## src/logic/uscm_defs.vh

```
// register map, field positions, reset values and mode codes
`ifndef USCM_DEFS_VH
`define USCM_DEFS_VH
// -------------------------------------------------------------
// register byte offsets
// -------------------------------------------------------------
`define USCM_OFF_CMD 8'h00
`define USCM_OFF_MODE 8'h04
`define USCM_OFF_IEN_SET 8'h08
`define USCM_OFF_IEN_CLR 8'h0c
`define USCM_OFF_IEN_VIEW 8'h10
`define USCM_OFF_STATUS 8'h14
`define USCM_OFF_RX_HOLD 8'h18
`define USCM_OFF_TX_HOLD 8'h1c
`define USCM_OFF_BAUD 8'h20
`define USCM_OFF_RTO 8'h24
`define USCM_OFF_GUARD 8'h28
`define USCM_OFF_FIDI 8'h40
`define USCM_OFF_NERR 8'h44
`define USCM_OFF_IRF 8'h4c
`define USCM_OFF_MAN 8'h50
`define USCM_OFF_CTLVIEW 8'h54
// -------------------------------------------------------------
// command bits
// -------------------------------------------------------------
`define USCM_CMD_RX_RST 2
`define USCM_CMD_TX_RST 3
`define USCM_CMD_RX_ON 4
`define USCM_CMD_RX_OFF 5
`define USCM_CMD_TX_ON 6
`define USCM_CMD_TX_OFF 7
`define USCM_CMD_STA_CLR 8
`define USCM_CMD_BRK_BEGIN 9
`define USCM_CMD_BRK_END 10
`define USCM_CMD_TO_ARM 11
`define USCM_CMD_ADDR_SEND 12
`define USCM_CMD_ITER_CLR 13
`define USCM_CMD_DTR_ON 16
`define USCM_CMD_DTR_OFF 17
`define USCM_CMD_RTS_ON 18
`define USCM_CMD_RTS_OFF 19
// -------------------------------------------------------------
// mode register fields (lsb positions)
// -------------------------------------------------------------
`define USCM_MR_OPMODE 0
`define USCM_MR_CLKSRC 4
`define USCM_MR_CHAR_LENGTH_FIELD 6
`define USCM_MR_SYNC 8
`define USCM_MR_PAR 9
`define USCM_MR_STOP 12
`define USCM_MR_CHANNEL_MODE_FIELD 14
`define USCM_MR_MSB_FIRST_SELECT 16
`define USCM_MR_NINE 17
// -------------------------------------------------------------
// status bits
// -------------------------------------------------------------
`define USCM_ST_BREAK_SEEN_FLAG 2
`define USCM_ST_OVR 5
`define USCM_ST_FRAME 6
`define USCM_ST_PAR 7
`define USCM_ST_TIMEOUT 8
`define USCM_ST_ITER 10
`define USCM_ST_MANCH 24
// -------------------------------------------------------------
// reset values, codes and counts
// -------------------------------------------------------------
`define USCM_RST_ZERO 32'h0000_0000
`define USCM_RST_FIDI 32'h0000_0174
`define USCM_RST_MAN 32'h3001_1004
`define USCM_OPM_NORMAL 4'h0
`define USCM_OPM_RS485 4'h1
`define USCM_OPM_HWHS 4'h2
`define USCM_OPM_MODEM 4'h3
`define USCM_OPM_ISO_T0 4'h4
`define USCM_OPM_ISO_T1 4'h6
`define USCM_OPM_IRDA 4'h8
`define USCM_CLK_RSVD 2'h2
`define USCM_STOP_HALF 2'h1
`define USCM_STOP_RSVD 2'h3
`define USCM_PAR_MDROP 2'h3
`define USCM_CHR_BASE 4'h5
`define USCM_CHR_NINE 4'h9
`define USCM_FRAME_EXTRA 4'h2
`define USCM_GUARD_BITS 4'hc
`define USCM_RESP_OK 2'h0
`define USCM_RESP_ERR 2'h2
`endif

```

## src/logic/uscm_core.v

```verilog
// serial transceiver command and mode front end with axi4-lite slave
//
// The AXI4-Lite interface to the registers was decided locally.
`timescale 1ns/1ps
`include "uscm_defs.vh"
module uscm_core #(
  parameter ADDR_W = 8
) (
  input wire clk_sys_i,
  input wire rstn_i,
  input wire [ADDR_W-1:0] s_axi_awaddr_i,
  input wire [2:0] s_axi_awprot_i,
  input wire s_axi_awvalid_i,
  output wire s_axi_awready_o,
  input wire [31:0] s_axi_wdata_i,
  input wire [3:0] s_axi_wstrb_i,
  input wire s_axi_wvalid_i,
  output wire s_axi_wready_o,
  output reg [1:0] s_axi_bresp_o,
  output reg s_axi_bvalid_o,
  input wire s_axi_bready_i,
  input wire [ADDR_W-1:0] s_axi_araddr_i,
  input wire [2:0] s_axi_arprot_i,
  input wire s_axi_arvalid_i,
  output wire s_axi_arready_o,
  output reg [31:0] s_axi_rdata_o,
  output reg [1:0] s_axi_rresp_o,
  output reg s_axi_rvalid_o,
  input wire s_axi_rready_i,
  input wire tx_idle_i,
  input wire bit_tick_i,
  input wire rx_char_i,
  input wire parity_error_flag_i,
  input wire frame_error_i,
  input wire overrun_flag_i,
  input wire manchester_error_flag_i,
  input wire break_seen_flag_i,
  input wire timeout_i,
  input wire iteration_i,
  input wire [8:0] rx_data_i,
  input wire [7:0] error_count_i,
  output reg rx_enable_o,
  output reg tx_enable_o,
  output reg rx_reset_o,
  output reg tx_reset_o,
  output reg timeout_wait_o,
  output reg [8:0] tx_data_o,
  output reg tx_data_valid_o,
  output reg tx_addr_bit_o,
  output reg break_low_o,
  output reg break_guard_o,
  output reg dtr_n_o,
  output reg rts_n_o,
  output wire [3:0] op_mode_o,
  output wire [1:0] clock_source_field_o,
  output wire [3:0] char_bits_o,
  output wire sync_mode_o,
  output wire [2:0] parity_field_o,
  output wire [1:0] stop_bits_field_o,
  output wire [1:0] channel_mode_field_o,
  output wire msb_first_select_o,
  output wire cfg_valid_o,
  output wire [31:0] baud_divider_o,
  output wire [31:0] rx_timeout_value_o,
  output wire [31:0] tx_guard_time_o,
  output wire [31:0] smartcard_rate_ratio_o,
  output wire [31:0] infrared_filter_o,
  output wire [31:0] manchester_config_o,
  output wire [31:0] irq_enable_o
);

// ---------------------------------------------------------------
// break sequencer states
// ---------------------------------------------------------------
localparam [3:0] BRK_IDLE = 4'b0001;
localparam [3:0] BRK_WAIT = 4'b0010;
localparam [3:0] BRK_LOW = 4'b0100;
localparam [3:0] BRK_GUARD = 4'b1000;

reg aw_full_q;
reg w_full_q;
reg [ADDR_W-1:0] aw_addr_q;
reg [31:0] w_data_q;
reg [3:0] w_strb_q;
reg [31:0] mode_q;
reg [31:0] baud_q;
reg [31:0] rto_q;
reg [31:0] guard_q;
reg [31:0] fidi_q;
reg [31:0] irf_q;
reg [31:0] man_q;
reg [31:0] ien_q;
reg [31:0] status_q;
reg [31:0] status_d;
reg [3:0] brk_state_q;
reg [3:0] brk_state_d;
reg [3:0] brk_cnt_q;
reg [3:0] brk_cnt_d;
reg brk_stop_q;
reg brk_stop_d;
reg addr_pend_q;
reg dtr_q;
reg rts_q;
reg [31:0] rd_data;
reg [1:0] rd_resp;
wire wr_go;
wire [31:0] wmask;
wire [31:0] cmd;
wire smartcard_mode;
wire multidrop;
wire [3:0] brk_min;

// ---------------------------------------------------------------
// axi4-lite write path
// ---------------------------------------------------------------
assign s_axi_awready_o = ~aw_full_q;
assign s_axi_wready_o = ~w_full_q;
assign wr_go = aw_full_q & w_full_q & ~s_axi_bvalid_o;
assign wmask = {{8{w_strb_q[3]}}, {8{w_strb_q[2]}}, {8{w_strb_q[1]}}, {8{w_strb_q[0]}}};

function [31:0] merge;
  input [31:0] old_v;
  input [31:0] new_v;
  input [31:0] msk;
  begin
    merge = (old_v & ~msk) | (new_v & msk);
  end
endfunction

function wr_ok;
  input [ADDR_W-1:0] a;
  begin
    case (a)
      `USCM_OFF_CMD, `USCM_OFF_MODE, `USCM_OFF_IEN_SET, `USCM_OFF_IEN_CLR,
      `USCM_OFF_TX_HOLD, `USCM_OFF_BAUD, `USCM_OFF_RTO, `USCM_OFF_GUARD,
      `USCM_OFF_FIDI, `USCM_OFF_IRF, `USCM_OFF_MAN, `USCM_OFF_IEN_VIEW,
      `USCM_OFF_STATUS, `USCM_OFF_RX_HOLD, `USCM_OFF_NERR, `USCM_OFF_CTLVIEW:
        wr_ok = 1'b1;
      default:
        wr_ok = 1'b0;
    endcase
  end
endfunction

assign cmd = (wr_go && aw_addr_q == `USCM_OFF_CMD) ? (w_data_q & wmask) : 32'h0;

always @(posedge clk_sys_i)
begin
  if (!rstn_i)
  begin
    aw_full_q <= 1'b0;
    w_full_q <= 1'b0;
    aw_addr_q <= {ADDR_W{1'b0}};
    w_data_q <= 32'h0;
    w_strb_q <= 4'h0;
    s_axi_bvalid_o <= 1'b0;
    s_axi_bresp_o <= `USCM_RESP_OK;
  end
  else
  begin
    if (s_axi_awvalid_i && !aw_full_q)
    begin
      aw_full_q <= 1'b1;
      aw_addr_q <= {s_axi_awaddr_i[ADDR_W-1:2], 2'b00};
    end
    if (s_axi_wvalid_i && !w_full_q)
    begin
      w_full_q <= 1'b1;
      w_data_q <= s_axi_wdata_i;
      w_strb_q <= s_axi_wstrb_i;
    end
    if (wr_go)
    begin
      s_axi_bvalid_o <= 1'b1;
      s_axi_bresp_o <= wr_ok(aw_addr_q) ? `USCM_RESP_OK : `USCM_RESP_ERR;
    end
    else if (s_axi_bvalid_o && s_axi_bready_i)
    begin
      s_axi_bvalid_o <= 1'b0;
      aw_full_q <= 1'b0;
      w_full_q <= 1'b0;
    end
  end
end

// ---------------------------------------------------------------
// configuration registers
// ---------------------------------------------------------------
always @(posedge clk_sys_i)
begin
  if (!rstn_i)
  begin
    mode_q <= `USCM_RST_ZERO;
    baud_q <= `USCM_RST_ZERO;
    rto_q <= `USCM_RST_ZERO;
    guard_q <= `USCM_RST_ZERO;
    fidi_q <= `USCM_RST_FIDI;
    irf_q <= `USCM_RST_ZERO;
    man_q <= `USCM_RST_MAN;
    ien_q <= `USCM_RST_ZERO;
  end
  else if (wr_go)
  begin
    case (aw_addr_q)
      `USCM_OFF_MODE: mode_q <= merge(mode_q, w_data_q, wmask);
      `USCM_OFF_BAUD: baud_q <= merge(baud_q, w_data_q, wmask);
      `USCM_OFF_RTO: rto_q <= merge(rto_q, w_data_q, wmask);
      `USCM_OFF_GUARD: guard_q <= merge(guard_q, w_data_q, wmask);
      `USCM_OFF_FIDI: fidi_q <= merge(fidi_q, w_data_q, wmask);
      `USCM_OFF_IRF: irf_q <= merge(irf_q, w_data_q, wmask);
      `USCM_OFF_MAN: man_q <= merge(man_q, w_data_q, wmask);
      `USCM_OFF_IEN_SET: ien_q <= ien_q | (w_data_q & wmask);
      `USCM_OFF_IEN_CLR: ien_q <= ien_q & ~(w_data_q & wmask);
      default: ien_q <= ien_q;
    endcase
  end
end

assign baud_divider_o = baud_q;
assign rx_timeout_value_o = rto_q;
assign tx_guard_time_o = guard_q;
assign smartcard_rate_ratio_o = fidi_q;
assign infrared_filter_o = irf_q;
assign manchester_config_o = man_q;
assign irq_enable_o = ien_q;

// ---------------------------------------------------------------
// mode field decode
// ---------------------------------------------------------------
assign op_mode_o = mode_q[`USCM_MR_OPMODE+3:`USCM_MR_OPMODE];
assign clock_source_field_o = mode_q[`USCM_MR_CLKSRC+1:`USCM_MR_CLKSRC];
assign char_bits_o = mode_q[`USCM_MR_NINE] ? `USCM_CHR_NINE :
  `USCM_CHR_BASE + {2'b00, mode_q[`USCM_MR_CHAR_LENGTH_FIELD+1:`USCM_MR_CHAR_LENGTH_FIELD]};
assign sync_mode_o = mode_q[`USCM_MR_SYNC];
assign parity_field_o = mode_q[`USCM_MR_PAR+2:`USCM_MR_PAR];
assign stop_bits_field_o = mode_q[`USCM_MR_STOP+1:`USCM_MR_STOP];
assign channel_mode_field_o = mode_q[`USCM_MR_CHANNEL_MODE_FIELD+1:`USCM_MR_CHANNEL_MODE_FIELD];
assign msb_first_select_o = mode_q[`USCM_MR_MSB_FIRST_SELECT];
assign smartcard_mode = (op_mode_o == `USCM_OPM_ISO_T0) || (op_mode_o == `USCM_OPM_ISO_T1);
assign multidrop = parity_field_o[2:1] == `USCM_PAR_MDROP;

// reserved codes flag an unusable setting
assign cfg_valid_o =
  ((op_mode_o == `USCM_OPM_NORMAL) || (op_mode_o == `USCM_OPM_RS485) ||
   (op_mode_o == `USCM_OPM_HWHS) || (op_mode_o == `USCM_OPM_MODEM) ||
   smartcard_mode || (op_mode_o == `USCM_OPM_IRDA)) &&
  (clock_source_field_o != `USCM_CLK_RSVD) &&
  (stop_bits_field_o != `USCM_STOP_RSVD) &&
  !(sync_mode_o && stop_bits_field_o == `USCM_STOP_HALF);

// ---------------------------------------------------------------
// command execution
// ---------------------------------------------------------------
always @(posedge clk_sys_i)
begin
  if (!rstn_i)
  begin
    rx_enable_o <= 1'b0;
    tx_enable_o <= 1'b0;
    rx_reset_o <= 1'b0;
    tx_reset_o <= 1'b0;
    timeout_wait_o <= 1'b0;
    addr_pend_q <= 1'b0;
    tx_data_o <= 9'h0;
    tx_data_valid_o <= 1'b0;
    tx_addr_bit_o <= 1'b0;
    dtr_q <= 1'b1;
    rts_q <= 1'b1;
    dtr_n_o <= 1'b1;
    rts_n_o <= 1'b1;
  end
  else
  begin
    rx_reset_o <= cmd[`USCM_CMD_RX_RST];
    tx_reset_o <= cmd[`USCM_CMD_TX_RST];
    if (cmd[`USCM_CMD_RX_OFF])
      rx_enable_o <= 1'b0;
    else if (cmd[`USCM_CMD_RX_ON])
      rx_enable_o <= 1'b1;
    if (cmd[`USCM_CMD_TX_OFF])
      tx_enable_o <= 1'b0;
    else if (cmd[`USCM_CMD_TX_ON])
      tx_enable_o <= 1'b1;
    if (cmd[`USCM_CMD_TO_ARM])
      timeout_wait_o <= 1'b1;
    else if (rx_char_i)
      timeout_wait_o <= 1'b0;
    tx_data_valid_o <= 1'b0;
    if (wr_go && aw_addr_q == `USCM_OFF_TX_HOLD)
    begin
      tx_data_o <= w_data_q[8:0];
      tx_data_valid_o <= 1'b1;
      tx_addr_bit_o <= addr_pend_q & multidrop;
      addr_pend_q <= 1'b0;
    end
    else if (cmd[`USCM_CMD_ADDR_SEND] && multidrop)
      addr_pend_q <= 1'b1;
    if (cmd[`USCM_CMD_DTR_OFF])
      dtr_q <= 1'b1;
    else if (cmd[`USCM_CMD_DTR_ON])
      dtr_q <= 1'b0;
    if (cmd[`USCM_CMD_RTS_OFF])
      rts_q <= 1'b1;
    else if (cmd[`USCM_CMD_RTS_ON])
      rts_q <= 1'b0;
    dtr_n_o <= dtr_q;
    // line driver control: high while transmitting in rs485
    rts_n_o <= (op_mode_o == `USCM_OPM_RS485) ? ~tx_idle_i : rts_q;
  end
end

// ---------------------------------------------------------------
// sticky status flags, set wins over clear
// ---------------------------------------------------------------
always @*
begin
  status_d = status_q;
  if (cmd[`USCM_CMD_STA_CLR])
  begin
    status_d[`USCM_ST_PAR] = 1'b0;
    status_d[`USCM_ST_FRAME] = 1'b0;
    status_d[`USCM_ST_OVR] = 1'b0;
    status_d[`USCM_ST_MANCH] = 1'b0;
    status_d[`USCM_ST_BREAK_SEEN_FLAG] = 1'b0;
  end
  if (cmd[`USCM_CMD_TO_ARM])
    status_d[`USCM_ST_TIMEOUT] = 1'b0;
  if (cmd[`USCM_CMD_ITER_CLR] && smartcard_mode)
    status_d[`USCM_ST_ITER] = 1'b0;
  status_d[`USCM_ST_PAR] = status_d[`USCM_ST_PAR] | parity_error_flag_i;
  status_d[`USCM_ST_FRAME] = status_d[`USCM_ST_FRAME] | frame_error_i;
  status_d[`USCM_ST_OVR] = status_d[`USCM_ST_OVR] | overrun_flag_i;
  status_d[`USCM_ST_MANCH] = status_d[`USCM_ST_MANCH] | manchester_error_flag_i;
  status_d[`USCM_ST_BREAK_SEEN_FLAG] = status_d[`USCM_ST_BREAK_SEEN_FLAG] | break_seen_flag_i;
  status_d[`USCM_ST_TIMEOUT] = status_d[`USCM_ST_TIMEOUT] | timeout_i;
  status_d[`USCM_ST_ITER] = status_d[`USCM_ST_ITER] | iteration_i;
end

always @(posedge clk_sys_i)
begin
  if (!rstn_i)
    status_q <= `USCM_RST_ZERO;
  else
    status_q <= status_d;
end

// ---------------------------------------------------------------
// break sequencer
// ---------------------------------------------------------------
assign brk_min = char_bits_o + `USCM_FRAME_EXTRA;

always @*
begin
  brk_state_d = brk_state_q;
  brk_cnt_d = brk_cnt_q;
  brk_stop_d = brk_stop_q;
  case (brk_state_q)
    BRK_IDLE:
    begin
      brk_stop_d = 1'b0;
      if (cmd[`USCM_CMD_BRK_BEGIN])
        brk_state_d = BRK_WAIT;
    end
    BRK_WAIT:
    begin
      brk_cnt_d = 4'h0;
      if (tx_idle_i)
        brk_state_d = BRK_LOW;
    end
    BRK_LOW:
    begin
      if (cmd[`USCM_CMD_BRK_END])
        brk_stop_d = 1'b1;
      if (bit_tick_i && brk_cnt_q < brk_min)
        brk_cnt_d = brk_cnt_q + 4'h1;
      if ((brk_stop_q || cmd[`USCM_CMD_BRK_END]) && brk_cnt_q >= brk_min)
      begin
        brk_state_d = BRK_GUARD;
        brk_cnt_d = 4'h0;
      end
    end
    BRK_GUARD:
    begin
      brk_stop_d = 1'b0;
      if (bit_tick_i)
        brk_cnt_d = brk_cnt_q + 4'h1;
      if (bit_tick_i && brk_cnt_q == `USCM_GUARD_BITS - 4'h1)
        brk_state_d = BRK_IDLE;
    end
    default:
      brk_state_d = BRK_IDLE;
  endcase
  if (cmd[`USCM_CMD_TX_RST])
  begin
    brk_state_d = BRK_IDLE;
    brk_stop_d = 1'b0;
  end
end

always @(posedge clk_sys_i)
begin
  if (!rstn_i)
  begin
    brk_state_q <= BRK_IDLE;
    brk_cnt_q <= 4'h0;
    brk_stop_q <= 1'b0;
    break_low_o <= 1'b0;
    break_guard_o <= 1'b0;
  end
  else
  begin
    brk_state_q <= brk_state_d;
    brk_cnt_q <= brk_cnt_d;
    brk_stop_q <= brk_stop_d;
    break_low_o <= brk_state_d == BRK_LOW;
    break_guard_o <= brk_state_d == BRK_GUARD;
  end
end

// ---------------------------------------------------------------
// axi4-lite read path
// ---------------------------------------------------------------
assign s_axi_arready_o = ~s_axi_rvalid_o;

always @*
begin
  rd_data = 32'h0;
  rd_resp = `USCM_RESP_OK;
  case ({s_axi_araddr_i[ADDR_W-1:2], 2'b00})
    `USCM_OFF_CMD, `USCM_OFF_IEN_SET, `USCM_OFF_IEN_CLR, `USCM_OFF_TX_HOLD:
      rd_data = 32'h0;
    `USCM_OFF_MODE: rd_data = mode_q;
    `USCM_OFF_IEN_VIEW: rd_data = ien_q;
    `USCM_OFF_STATUS: rd_data = status_q;
    `USCM_OFF_RX_HOLD: rd_data = {23'h0, rx_data_i};
    `USCM_OFF_BAUD: rd_data = baud_q;
    `USCM_OFF_RTO: rd_data = rto_q;
    `USCM_OFF_GUARD: rd_data = guard_q;
    `USCM_OFF_FIDI: rd_data = fidi_q;
    `USCM_OFF_NERR: rd_data = {24'h0, error_count_i};
    `USCM_OFF_IRF: rd_data = irf_q;
    `USCM_OFF_MAN: rd_data = man_q;
    `USCM_OFF_CTLVIEW:
      rd_data = {20'h0, brk_state_q, addr_pend_q, cfg_valid_o, timeout_wait_o,
        rts_q, dtr_q, tx_enable_o, rx_enable_o, 1'b0};
    default: rd_resp = `USCM_RESP_ERR;
  endcase
end

always @(posedge clk_sys_i)
begin
  if (!rstn_i)
  begin
    s_axi_rvalid_o <= 1'b0;
    s_axi_rdata_o <= 32'h0;
    s_axi_rresp_o <= `USCM_RESP_OK;
  end
  else if (s_axi_arvalid_i && !s_axi_rvalid_o)
  begin
    s_axi_rvalid_o <= 1'b1;
    s_axi_rdata_o <= rd_data;
    s_axi_rresp_o <= rd_resp;
  end
  else if (s_axi_rready_i)
    s_axi_rvalid_o <= 1'b0;
end

endmodule

```

## config.mk

```make
export PLATFORM = sky130hd
export DESIGN_NAME = uscm_core
export DESIGN_NICKNAME = d
export VERILOG_FILES = /design/src/logic/uscm_core.v
export VERILOG_INCLUDE_DIRS = /design/src /design/src/logic
export SDC_FILE = /design/constraint.sdc
export NUM_CORES = 1
export LEC_CHECK = 0
export BUFFER_PORTS_ARGS = -buffer_cell sky130_fd_sc_hd__buf_2
export CORE_AREA = 2 2 336 172
export CTS_BUF_LIST = sky130_fd_sc_hd__clkbuf_2
export CTS_CLUSTER_SIZE = 25
export DETAILED_ROUTE_END_ITERATION = 12
export DIE_AREA = 0 0 338 174
export GPL_ROUTABILITY_DRIVEN = 1
export HOLD_SLACK_MARGIN = 0.02
export PLACE_DENSITY = 0.47
export SYNTH_ARGS = -nofsm -noshare
export SYNTH_HDL_FRONTEND = slang
export SYNTH_SLANG_ARGS = --single-unit
export TNS_END_PERCENT = 20
```

## constraint.sdc

```tcl
create_clock -name clk_sys_i -period 2.1 [get_ports clk_sys_i]
set_input_delay 0.105 -clock clk_sys_i [delete_from_list [all_inputs] [get_ports clk_sys_i]]
set_output_delay 0.105 -clock clk_sys_i [all_outputs]
set_load 0.05 [all_outputs]
```

==> results by group <==
STA
  • Worst hold slack: ~0.18 ns
  • Relative slew slack: 0.406
  • Minimum clock period: 2.34 ns
  • Max-slew violations: 0
  • RSZ-0062 raised after global routing: true
  • Final setup violation count: 13
  • Worst setup margin: -0.244 ns
  • Upper clock frequency limit: ~430 MHz
  • Final hold viol count: 0
  • Worst Max-Slew Pin Slew: 0.891 ns
  • Final Cycle Share: 1.12
  • Clock skew: a little over 0.07 ns

GRT
  • GR Overflow Total: 0
  • Vias in the first global route: between 15000 and 20000
  • Largest net degree at the start of global routing: ~130
  • GR Util All Layers: 0.272
  • Antenna violations before repair: 1
  • First-pass GRT wire length: about 120 mm

Routing
  • Final WL: 82.5 mm
  • Via count: roughly 18000
  • DRC viols: 0
  • Vias per cell: roughly 5.3
  • Post-route ant nets: 0
  • Iteration-0 DRC Markers: about 1700
  • DR pass1 iterations: 8
  • WL/cell: 24.1 microns

Status
  • Outcome: finished with violations
  • Failing checks: setup timing

Worst setup path
  • CP max FO: 4
  • Crit path launch type: flip-flop
  • Reg-to-reg endpoint: brk_cnt_q[2]
  • Flop2flop setup slack: -0.24 ns
  • Critical path type: reg -> reg
  • Data arrival, critical path: ~3.3 ns
  • CP required: roughly 3.0 ns
  • Worst R2R Path Depth: 10
  • Crit. End Element: flip-flop

Logic synthesis
  • Synthesized flop and latch total: between 300 and 400
  • Synth area leaders: dfxtp_1 (45%), nand2_1 (10%), a21boi_0 (8.5%)
  • Top cell type's share of synthesized area: 0.452
  • Mux contribution to synthesized area: 0.0357
  • Mapped Avg Cell Area: approximately 8.4 sq um
  • Post-synthesis compound-gate area fraction: 0.208
  • Async set or reset register ratio after synthesis: 0
  • Main combinational cell family by area after synthesis: simple AND/OR/NAND/NOR gates
  • Synth Warn #: 0
  • Ys flop type: dfxtp_1
  • Post-synthesis adder-cell area fraction: 0.00527
  • Netlist Area Pre-Place: around 17000 sq um
  • Number of synthesized flops with an enable pin: 0
  • Post-Synth XOR/XNOR Area: 0.00158
  • Post-synthesis sequential area ratio: 0.452
  • Post-synth top area cell: dfxtp_1
  • Post-synthesis simple-gate area fraction: 0.242
  • Synth Instances: 1986
  • Netlist cell types: 75

Placement
  • Port Buf Inserts: 384
  • Placed cell area: ~20000 sq um
  • Final Wtd Congestion: approximately 0.88
  • Hpwl dp: 57.3 mm

Floorplanning
  • Starting Density: 0.295
  • Core Region: 56200 sq um
  • Rows: between 60 and 70
  • DIE HEIGHT: roughly 170 microns
  • Die area: 58800 sq um
  • Ports: just under 400
  • Die width: about 340 microns

Power and ir drop
  • Worst vdd ir: around 250 uV
  • Leak: roughly 0.0096 uW
  • PD cells: between 500 and 600 nW/um^2

Layout
  • Final-layout fill cell count: around 5700
  • Post-route cell area: between 20000 and 25000 sq um
  • Layout cells sized above 1: 0.274
  • Fin nets: 2700
  • Area of the multi-input gates: about 8500 sq um
  • Register Area: 7520 sq um
  • Ant diodes: 0
  • P&R area growth vs syn: 38.6%

CTS
  • Clock tree buffer depth: 3
  • CTS root buffer: clkbuf_2
  • H-tree Lvls: 3
  • Num Clock Sinks: about 380
  • Worst skew pair latency: 1.04 ns
  • CTS tree: yes
  • CTS clk-pin slew, worst paths: 0.12 ns
  • Total CTS buffers: between 90 and 100

Hold path
  • Worst hold start: rstn_i
  • Tightest Hold Check Type: in -> reg
  • Hold Path Cell Cnt: 4

Run
  • Max-cap violation count: 0
[cell usage after synthesis (3+ instances only)]
cell	instances
a211oi_1	5
o211ai_1	3
o21a_1	5
mux2i_1	48
nor3_1	25
nand2_1	446
o2bb2ai_1	3
a31oi_1	6
buf_1	9
and3_1	13
and2_1	22
nand3b_1	3
a21oi_1	100
or3_1	3
a32oi_1	13
a222oi_1	29
a21boi_0	189
nor4_4	3
a221oi_1	7
ha_1	7
inv_1	11
nor4b_1	7
nand4_1	15
buf_2	26
nand2b_1	9
buf_4	18
dfxtp_1	375
nand3_1	163
a22oi_1	53
nor2b_1	43
nor2_1	54
clkbuf_1	148
a22o_1	28
nor3b_1	4
o21ai_0	19
and4_1	13
mux2_2	10
[where the power goes]
part	leakage (uW)	internal [uW]	switching, uW	total, uW
combinational	0.00594	584	713	1300
sequential	0.00303	7170	155	7330
clock	0.000583	1660	3150	4810
total	0.00956	9420	4020	13400
[area by class of cell]
type | instances | area share
inverter | 13 | 0.00217
clock inverter | 17 | 0.00277
timing repair buffer | 720 | 0.230
multi-input combinational | 1397 | 0.368
clock buffer | 134 | 0.0291
sequential | 375 | 0.327
tap | 768 | 0.0417
[how the worst max path moves through the flow]
stage / end / slack (ns) / depth (start not counted)
floorplan: brk_cnt_q[2] / -0.29 / 10
global placement: brk_cnt_q[0] / -0.25 / 9
detailed placement: brk_cnt_q[1] / -0.31 / 9
CTS: brk_cnt_q[2] / -0.20 / 10
global route: brk_cnt_q[2] / -0.26 / 10
finish: brk_cnt_q[2] / -0.24 / 10
[cell families after synthesis]
family	count (synthesis)
buffers and inverters	215
other	1
adders and majority gates	7
xor gates and xnor gates	3
muxes	58
AOI/OAI and AO/OA	480
and+or+nand+nor	847
DFF	375
[worst max-delay path, stage by stage (launching register included)]
cell and delay, ns:
dfxtp_2 0.36, ha_4 0.25, nor2b_4 0.17, ha_4 0.17
xor2_4 0.16, ha_4 0.24, nand2_4 0.07, nor4b_4 0.21
a22oi_2 0.10, or3_1 0.34, a21oi_1 0.13
[placed cells by master, fill, tap and decap left out, types with 28 or more instances in the layout]
cell and n:
dlygate4sd3_1 202, a22o_1 28, clkbuf_2 134, a222oi_1 29, mux2i_1 48, nor2_1 52
nand3_1 163, dfxtp_1 367, a21oi_1 99, buf_2 372, nand2_1 441, a21boi_0 188
buf_4 111, a22oi_1 52, nor2b_1 40
[per-layer routing]
metal,track usage,vias up,wire length [microns]
met5,0,-,0
met4,0.0828,0,2180
met3,0.0771,144,8410
met2,0.390,915,34400
met1,0.392,8877,37500
li1,-,8241,-
[what timing repair did]
item / in CTS / in global routing
endpoints found under the setup margin: 22 / 72
endpoints found under the hold margin: 375 / 3
setup buffers: 1 / 1
pin swaps: 9 / 10
hold buffers: 202 / 1
gates cloned: 0 / 0
gates resized for setup: 39 / 34
[per-stage QoR]
stage          setup slack [ns]  setup TNS [ns]  total power, uW  utilization  cells
2_1_floorplan            -0.292           -3.51             7940            -   1987
3_3_place_gp             -0.249           -1.32             8460        0.355   3069
3_5_place_dp             -0.305           -1.83             8470        0.355   3069
4_1_cts                  -0.204           -1.74            13500        0.408   3423
5_1_grt                  -0.263           -2.15            14000        0.409   3424
6_report                 -0.244           -1.49            13400        0.409   3424
No activity file was read; power rests on OpenSTA's default activity.
